[src/common/ctm_cfg.svh]
// constants for the compact match/pwm timer: offsets, fields, codes, resets
// =====================================================================
`ifndef CTM_CFG_SVH
`define CTM_CFG_SVH

// =====================================================================
// register byte offsets
`define CTM_OFS_CTRL 8'h00
`define CTM_OFS_MODE 8'h04
`define CTM_OFS_COUNT 8'h08
`define CTM_OFS_CMPA 8'h0c
`define CTM_OFS_FLAGS 8'h10
`define CTM_OFS_STAT 8'h14

// =====================================================================
// field positions
`define CTM_CTRL_P_LSB 0
`define CTM_CTRL_ON_BIT 3
`define CTM_CTRL_PRE_LSB 8
`define CTM_FLAG_A_BIT 0
`define CTM_FLAG_P_BIT 1
`define CTM_STAT_PIN_BIT 0
`define CTM_STAT_EN_BIT 1

// =====================================================================
// widths and counter geometry
`define CTM_CNT_W 10
`define CTM_P_W 3
`define CTM_P_SHIFT 7
`define CTM_PRE_W 8

// =====================================================================
// mode and output-function codes
`define CTM_MODE_CMP 2'b00
`define CTM_MODE_PWM 2'b10
`define CTM_MODE_TC 2'b11
`define CTM_IO_HOLD 2'b00
`define CTM_IO_LOW 2'b01
`define CTM_IO_HIGH 2'b10
`define CTM_IO_TGL 2'b11
`define CTM_PWM_INACT 2'b00
`define CTM_PWM_ACT 2'b01
`define CTM_PWM_WAVE 2'b10

// =====================================================================
// reset values
`define CTM_MODE_RST 8'h00
`define CTM_CMPA_RST 10'h000
`define CTM_P_RST 3'h0
`define CTM_PRE_RST 8'h00

`endif

[src/common/ctm_pkg.sv]
// types shared by the compact match/pwm timer
`include "ctm_cfg.svh"
package ctm_pkg;

  // ===================================================================
  // output and mode control byte, msb first
  typedef struct packed {
    logic [1:0] mode_sel;
    logic [1:0] out_action_sel;
    logic out_init_level;
    logic out_invert;
    logic pwm_role_swap;
    logic clear_source_sel;
  } ctm_mode_reg_t;

  // ===================================================================
  // whole state of the timer and its bus slave
  typedef struct packed {
    logic [7:0] addr;
    logic pend;
    logic wr;
    logic rdy;
    logic [31:0] rdata;
    logic resp;
    logic counter_on;
    logic on_prev;
    logic [`CTM_P_W-1:0] compare_p_value;
    logic [`CTM_PRE_W-1:0] pre;
    logic [`CTM_PRE_W-1:0] div;
    ctm_mode_reg_t mreg;
    logic [`CTM_CNT_W-1:0] compare_a_value;
    logic [`CTM_CNT_W-1:0] cnt;
    logic match_a_flag;
    logic match_p_flag;
    logic lvl;
    logic pin;
    logic pin_en;
  } ctm_state_t;

endpackage

[src/hdl/ctm_timer.sv]
// compact 10-bit match/pwm timer with an ahb-lite register slave
`timescale 1ns/1ps
`include "ctm_cfg.svh"
module ctm_timer
  import ctm_pkg::*;
(
  input wire logic hclk,
  input wire logic hresetn,
  input wire logic hsel,
  input wire logic [31:0] haddr,
  input wire logic [1:0] htrans,
  input wire logic hwrite,
  input wire logic [2:0] hsize,
  input wire logic [31:0] hwdata,
  input wire logic hready,
  output logic [31:0] hrdata,
  output logic hreadyout,
  output logic hresp,
  output logic timer_output_pin,
  output logic timer_output_pin_en
);

  // ===================================================================
  // state
  ctm_state_t s_q;
  ctm_state_t s_d;

  logic accept;
  logic tick;
  logic rise;
  logic [`CTM_CNT_W-1:0] nxt;
  logic a_hit;
  logic p_hit;
  logic clr;
  logic set_a;
  logic set_p;
  logic clr_a;
  logic clr_p;
  logic [`CTM_CNT_W-1:0] duty;
  logic raw;
  logic act;
  logic sig;
  logic [31:0] rd;

  // ===================================================================
  // read mux, from current state
  always_comb begin
    rd = 32'h0000_0000;
    unique case (s_q.addr)
      `CTM_OFS_CTRL: begin
        rd[`CTM_CTRL_P_LSB +: `CTM_P_W] = s_q.compare_p_value;
        rd[`CTM_CTRL_ON_BIT] = s_q.counter_on;
        rd[`CTM_CTRL_PRE_LSB +: `CTM_PRE_W] = s_q.pre;
      end
      `CTM_OFS_MODE: begin
        rd[7:0] = s_q.mreg;
      end
      `CTM_OFS_COUNT: begin
        rd[`CTM_CNT_W-1:0] = s_q.cnt;
      end
      `CTM_OFS_CMPA: begin
        rd[`CTM_CNT_W-1:0] = s_q.compare_a_value;
      end
      `CTM_OFS_FLAGS: begin
        rd[`CTM_FLAG_A_BIT] = s_q.match_a_flag;
        rd[`CTM_FLAG_P_BIT] = s_q.match_p_flag;
      end
      `CTM_OFS_STAT: begin
        rd[`CTM_STAT_PIN_BIT] = s_q.pin;
        rd[`CTM_STAT_EN_BIT] = s_q.pin_en;
      end
      default: begin
        rd = 32'h0000_0000;
      end
    endcase
  end

  // ===================================================================
  // next state
  always_comb begin
    s_d = s_q;
    clr_a = 1'b0;
    clr_p = 1'b0;
    set_a = 1'b0;
    set_p = 1'b0;
    clr = 1'b0;

    // bus: one wait state so hrdata can come from a flop
    accept = hsel & htrans[1] & hready;
    if (s_q.pend) begin
      s_d.pend = 1'b0;
      s_d.rdy = 1'b1;
      if (s_q.wr) begin
        unique case (s_q.addr)
          `CTM_OFS_CTRL: begin
            s_d.compare_p_value = hwdata[`CTM_CTRL_P_LSB +: `CTM_P_W];
            s_d.counter_on = hwdata[`CTM_CTRL_ON_BIT];
            s_d.pre = hwdata[`CTM_CTRL_PRE_LSB +: `CTM_PRE_W];
          end
          `CTM_OFS_MODE: begin
            s_d.mreg = ctm_mode_reg_t'(hwdata[7:0]);
          end
          `CTM_OFS_CMPA: begin
            s_d.compare_a_value = hwdata[`CTM_CNT_W-1:0];
          end
          `CTM_OFS_FLAGS: begin
            clr_a = hwdata[`CTM_FLAG_A_BIT];
            clr_p = hwdata[`CTM_FLAG_P_BIT];
          end
          default: begin
            clr_a = 1'b0;
          end
        endcase
      end else begin
        s_d.rdata = rd;
      end
    end
    if (accept) begin
      s_d.pend = 1'b1;
      s_d.rdy = 1'b0;
      s_d.wr = hwrite;
      s_d.addr = {haddr[7:2], 2'b00};
    end

    // timer clock enable from the prescaler
    tick = (s_q.div == s_q.pre);
    s_d.div = tick ? `CTM_PRE_W'(0) : `CTM_PRE_W'(s_q.div + 1'b1);

    s_d.on_prev = s_q.counter_on;
    rise = s_q.counter_on & ~s_q.on_prev;

    nxt = `CTM_CNT_W'(s_q.cnt + 1'b1);
    // zero A value never matches, so a counter cleared by A just wraps
    a_hit = (nxt == s_q.compare_a_value) && (s_q.compare_a_value != '0);
    // P lands on 128-count steps; zero means overflow
    p_hit = (nxt[`CTM_CNT_W-1:`CTM_P_SHIFT] == s_q.compare_p_value)
          && (nxt[`CTM_P_SHIFT-1:0] == '0);

    if (rise) begin
      s_d.cnt = '0;
      s_d.lvl = s_q.mreg.out_init_level;
    end else if (s_q.counter_on && tick) begin
      if (s_q.mreg.mode_sel == `CTM_MODE_PWM) begin
        // clear source ignored here; period value clears
        clr = s_q.mreg.pwm_role_swap ? a_hit : p_hit;
        set_a = a_hit;
        set_p = p_hit;
      end else begin
        // compare and timer modes count and clear alike; only compare mode drives the level
        clr = s_q.mreg.clear_source_sel ? a_hit : p_hit;
        set_a = a_hit;
        set_p = p_hit & ~s_q.mreg.clear_source_sel;
        if (a_hit && s_q.mreg.mode_sel == `CTM_MODE_CMP) begin
          // same level as present gives no visible change
          unique case (s_q.mreg.out_action_sel)
            `CTM_IO_LOW: s_d.lvl = 1'b0;
            `CTM_IO_HIGH: s_d.lvl = 1'b1;
            `CTM_IO_TGL: s_d.lvl = ~s_q.lvl;
            `CTM_IO_HOLD: s_d.lvl = s_q.lvl;
          endcase
        end
      end
      s_d.cnt = clr ? `CTM_CNT_W'(0) : nxt;
    end

    // set wins over a software clear in the same cycle
    s_d.match_a_flag = (s_q.match_a_flag & ~clr_a) | set_a;
    s_d.match_p_flag = (s_q.match_p_flag & ~clr_p) | set_p;

    // pin, computed from next state so it lines up with the counter
    duty = s_q.mreg.pwm_role_swap ? {s_q.compare_p_value, `CTM_P_SHIFT'(0)}
                                  : s_q.compare_a_value;
    raw = (s_d.cnt < duty);
    unique case (s_q.mreg.out_action_sel)
      `CTM_PWM_INACT: act = 1'b0;
      `CTM_PWM_ACT: act = 1'b1;
      `CTM_PWM_WAVE: act = raw;
      default: act = 1'b0;
    endcase
    // active level chosen by the init level bit
    sig = act ? s_q.mreg.out_init_level : ~s_q.mreg.out_init_level;
    unique case (s_q.mreg.mode_sel)
      `CTM_MODE_CMP: begin
        s_d.pin = s_d.lvl ^ s_q.mreg.out_invert;
        s_d.pin_en = 1'b1;
      end
      `CTM_MODE_PWM: begin
        s_d.pin = sig ^ s_q.mreg.out_invert;
        s_d.pin_en = 1'b1;
      end
      default: begin
        // pin left to other functions in timer mode
        s_d.pin = 1'b0;
        s_d.pin_en = 1'b0;
      end
    endcase
    s_d.resp = 1'b0;
  end

  // ===================================================================
  // registers
  always_ff @(posedge hclk or negedge hresetn) begin
    if (!hresetn) begin
      s_q <= '{addr: 8'h00, pend: 1'b0, wr: 1'b0, rdy: 1'b1,
               rdata: 32'h0000_0000, resp: 1'b0, counter_on: 1'b0,
               on_prev: 1'b0, compare_p_value: `CTM_P_RST,
               pre: `CTM_PRE_RST, div: 8'h00,
               mreg: ctm_mode_reg_t'(`CTM_MODE_RST),
               compare_a_value: `CTM_CMPA_RST, cnt: 10'h000,
               match_a_flag: 1'b0, match_p_flag: 1'b0, lvl: 1'b0,
               pin: 1'b0, pin_en: 1'b1};
    end else begin
      s_q <= s_d;
    end
  end

  assign hrdata = s_q.rdata;
  assign hreadyout = s_q.rdy;
  assign hresp = s_q.resp;
  assign timer_output_pin = s_q.pin;
  assign timer_output_pin_en = s_q.pin_en;

endmodule

[config.mk]
export PLATFORM = sky130hd
export DESIGN_NAME = ctm_timer
export DESIGN_NICKNAME = d
export VERILOG_FILES = /design/src/common/ctm_pkg.sv /design/src/hdl/ctm_timer.sv
export VERILOG_INCLUDE_DIRS = /design/src /design/src/common
export SDC_FILE = /design/constraint.sdc
export NUM_CORES = 1
export LEC_CHECK = 0
export BUFFER_PORTS_ARGS = -buffer_cell sky130_fd_sc_hd__buf_2
export CAP_MARGIN = 20
export CORE_MARGIN = 8
export CORE_UTILIZATION = 38
export DETAILED_ROUTE_END_ITERATION = 10
export PLACE_DENSITY = 0.71
export REMOVE_ABC_BUFFERS = 1
export SYNTH_ARGS = -nofsm -noshare
export SYNTH_HDL_FRONTEND = slang
export SYNTH_SLANG_ARGS = --single-unit
export TNS_END_PERCENT = 30
[constraint.sdc]
create_clock -name hclk -period 8.48 [get_ports hclk]
set_input_delay 0.848 -clock hclk [delete_from_list [all_inputs] [get_ports hclk]]
set_output_delay 0.848 -clock hclk [all_outputs]
set_load 0.05 [all_outputs]
==> impl_metrics.csv <==
group,metric,value,unit
outcome,outcome,"finished, final reports clean",
clock_tree,cts_hold_buffers,0,
hold_path,min_path_cells,2,
sta,finalCritPeriodShare,67.3,%
cells_and_area,drive_gt1_share,23.4,%
pwr,total_power,1.12,mW
cells_and_area,area_growth,9.56,%
clock_tree,clk_latency,0.35,ns
pwr,leakage,2.29,nW
critical_path,worstPathRequired,8.69,ns
global_routing,grt.total_usage,14.5,%
placement,placed_area,0.00492,mm2
hold_path,hp-start,"s_q[3]",
placement,dpl.cell_count,647,
clock_tree,path_clk_slew,0.07,ns
routing,vias_per_cell,5.51,
floorplanning,dieArea,0.0163,mm2
synth,muxShareOfSynthArea,11.1,%
synth,synth_edf_count,0,
hold_path,hold_path.class,"reg2reg",
pwr,power_density,215,mW/mm2
routing,drt-initial-drc-count,264,
clock_tree,root_buffer,"clkbuf_16",
critical_path,r2r-start,"s_q[5]",
floorplanning,top_level_ports,110,
clock_tree,cts.sinks,79,
hold_path,min_to,"s_q[3]",
synth,seq_area_frac_synth,41.6,%
global_routing,grt_pass1_vias,3705,
sta,fmax,175,MHz
cells_and_area,antenna_cells,0,
synth,synthCells,467,
placement,io_buffers,46,
synth,ys_async_sr_fraction,100,%
cells_and_area,fill_cells,1207,
critical_path,crit_path_start_kind,"register",
global_routing,antenna_found_initial,0,
sta,slew_headroom,28.9,%
sta,hold_violations,0,
global_routing,grt_max_degree,80,
job,drv_cap,0,
floorplanning,die_width,128,um
clock_tree,cts-resized-gates,0,
global_routing,top_usage_layer,"met2",
synth,synth_top_family_by_area,"simple AND/OR/NAND/NOR gates",
sta,setup_violations,0,
floorplanning,start_util,38.3,%
critical_path,arrival,5.92,ns
synth,ys_seq_elements,79,
sta,setup_tns,0,ns
synth,synth-main-ff-cell,"dfrtp_1",
clock_tree,cts_tree,"done",
synth,synth_compound_area_share,12.7,%
cells_and_area,nets,574,
synth,netlist_area,0.00475,mm2
cells_and_area,final_core_util,41.9,%
floorplanning,row_count,41,
critical_path,crit_path_end_kind,"register",
global_routing,use_met2,23.6,%
sta,slew_viol_final,0,
synth,synth-simple-area-share,16.8,%
cells_and_area,layout_commonest_cell,"dfrtp_1",
sta,post-route-min-period,5.70,ns
placement,hpwl,8330,um
cells_and_area,final_area,0.00521,mm2
routing,wl,11500,um
cells_and_area,fin_cells,663,
clock_tree,cts_setup_buffers,0,
global_routing,overflow,0,
sta,whs,0.490,ns
synth,ys_types,60,
synth,yosys_warnings,0,
critical_path,timing.rr.end,"timer_output_pin",
clock_tree,clockBufferDepth,2,
sta,setup_ws,2.78,ns
clock_tree,h-tree-depth,3,
sta,worstMarginPinSlew,1.06,ns
critical_path,critPathKind,"reg2reg",
routing,first_pass_iters,5,
clock_tree,tritoncts.num_buffers,9,
global_routing,grt_util_met1,17.9,%
routing,ant_nets,0,
critical_path,cp_max_fo,15,
global_routing,grtUsageMet3,3.16,%
synth,synth.avg_cell_area,10.2,um2
cells_and_area,layout_common_cells,"77 x dfrtp_1, 45 x buf_2, 36 x mux2_2",
sta,fin_skew,0.00970,ns
floorplanning,die_h,128,um
routing,num_vias,3653,
global_routing,grt_pass1_wl,18700,um
synth,synth_fa_ha_area_share,3.69,%
routing,wire_per_inst,17.3,um
placement,post-place-ws,2.92,ns
floorplanning,coreArea,0.0124,mm2
critical_path,r2r_setup_slack,2.78,ns
routing,post-route-drc-count,0,
critical_path,r2r.worst_path.cells,20,
synth,synth-xor-area-share,5.71,%
sta,rsz0062_at_grt,"false",
pwr,peakVddDrop,0.125,mV
placement,gp_congestion,0.902,
critical path, cell delays in order (launching register included):
cell and delay, ns:
dfrtp_1 0.58, ha_1 0.36, and4_4 0.30, nand2_1 0.15, a31oi_1 0.27, nand4_1 0.19
a2111oi_4 0.48, a211o_1 0.49, a21oi_1 0.11, o21ai_0 0.24, a21oi_1 0.15, ha_1 0.35
nand2_1 0.08, nor2_1 0.04, a2111oi_0 0.40, o21bai_1 0.10, a31oi_1 0.28, o221ai_1 0.15
a21o_1 0.19, a311oi_2 0.26, mux2_1 0.40
routing by layer:
layer	vias up	wire, um
met5	-	0
met4	0	373
met3	31	700
met2	140	5460
met1	1808	4950
li1	1674	-
final cells by class:
type	instances	area, um2	area share [%]
flip-flops and latches	79	1980	38.0
repair buffers	48	248	4.76
clock inverters	7	62.6	1.20
inverters	9	33.8	0.649
well taps	172	215	4.13
multi-input cells	339	2440	46.9
clock buffers	9	225	4.32
worst max-delay path by stage:
stage	start	endpoint	slack, ns	cells past startpoint
2_1_floorplan	s_q[5]	timer_output_pin	3.69	19
3_3_place_gp	s_q[5]	timer_output_pin	3.03	19
3_5_place_dp	s_q[5]	timer_output_pin	2.92	20
4_1_cts	s_q[5]	timer_output_pin	2.87	20
5_1_grt	s_q[5]	timer_output_pin	2.38	20
6_report	s_q[5]	timer_output_pin	2.78	20
state kept, by name, indices dropped and copies added, names as in the netlist:
register and cells:
s_d 1, timer_output_pin 1, hreadyout 1, timer_output_pin_en 1, s_q 59, hrdata 16
power breakdown:
group	internal, mW	leakage (nW)	switching (mW)
Combinational	0.109	1.15	0.138
Clock	0.204	0.139	0.167
Sequential	0.429	1.01	0.0751
cells in the mapped netlist, drive strengths merged (2+ instances only):
| master | instances | area, um2 |
|---|---|---|
| a31oi | 6 | 37.5 |
| nor2b | 12 | 75.1 |
| mux2i | 5 | 50.1 |
| clkbuf | 11 | 41.3 |
| mux4 | 2 | 45.0 |
| nand2 | 32 | 128 |
| ha | 14 | 175 |
| or4 | 3 | 22.5 |
| nand3b | 3 | 22.5 |
| nor3 | 5 | 25.0 |
| a2111oi | 2 | 36.3 |
| dfstp | 2 | 52.6 |
| and4 | 3 | 31.3 |
| o221ai | 3 | 26.3 |
| and2 | 2 | 12.5 |
| nor2 | 27 | 101 |
| dfrtp | 77 | 1930 |
| mux2 | 38 | 432 |
| nand2b | 9 | 56.3 |
| and3 | 4 | 25.0 |
| nor4 | 4 | 31.3 |
| buf | 45 | 315 |
| a22oi | 9 | 67.6 |
| a22o | 12 | 105 |
| xor2 | 7 | 61.3 |
| nand3 | 14 | 70.1 |
| a311oi | 2 | 41.3 |
| inv | 9 | 33.8 |
| or3 | 9 | 56.3 |
| nor3b | 3 | 22.5 |
| xnor2 | 24 | 210 |
| nand4 | 15 | 106 |
| a21oi | 14 | 70.1 |
| o21ai | 26 | 130 |
kinds of logic after synthesis:
kind of cell    Yosys count
xor+xnor                 31
buf+inv                  65
compound gates           85
simple gates            147
flops                    79
fa+ha+maj                14
other cells               1
mux                      45
(Power assumes the default switching activity.)
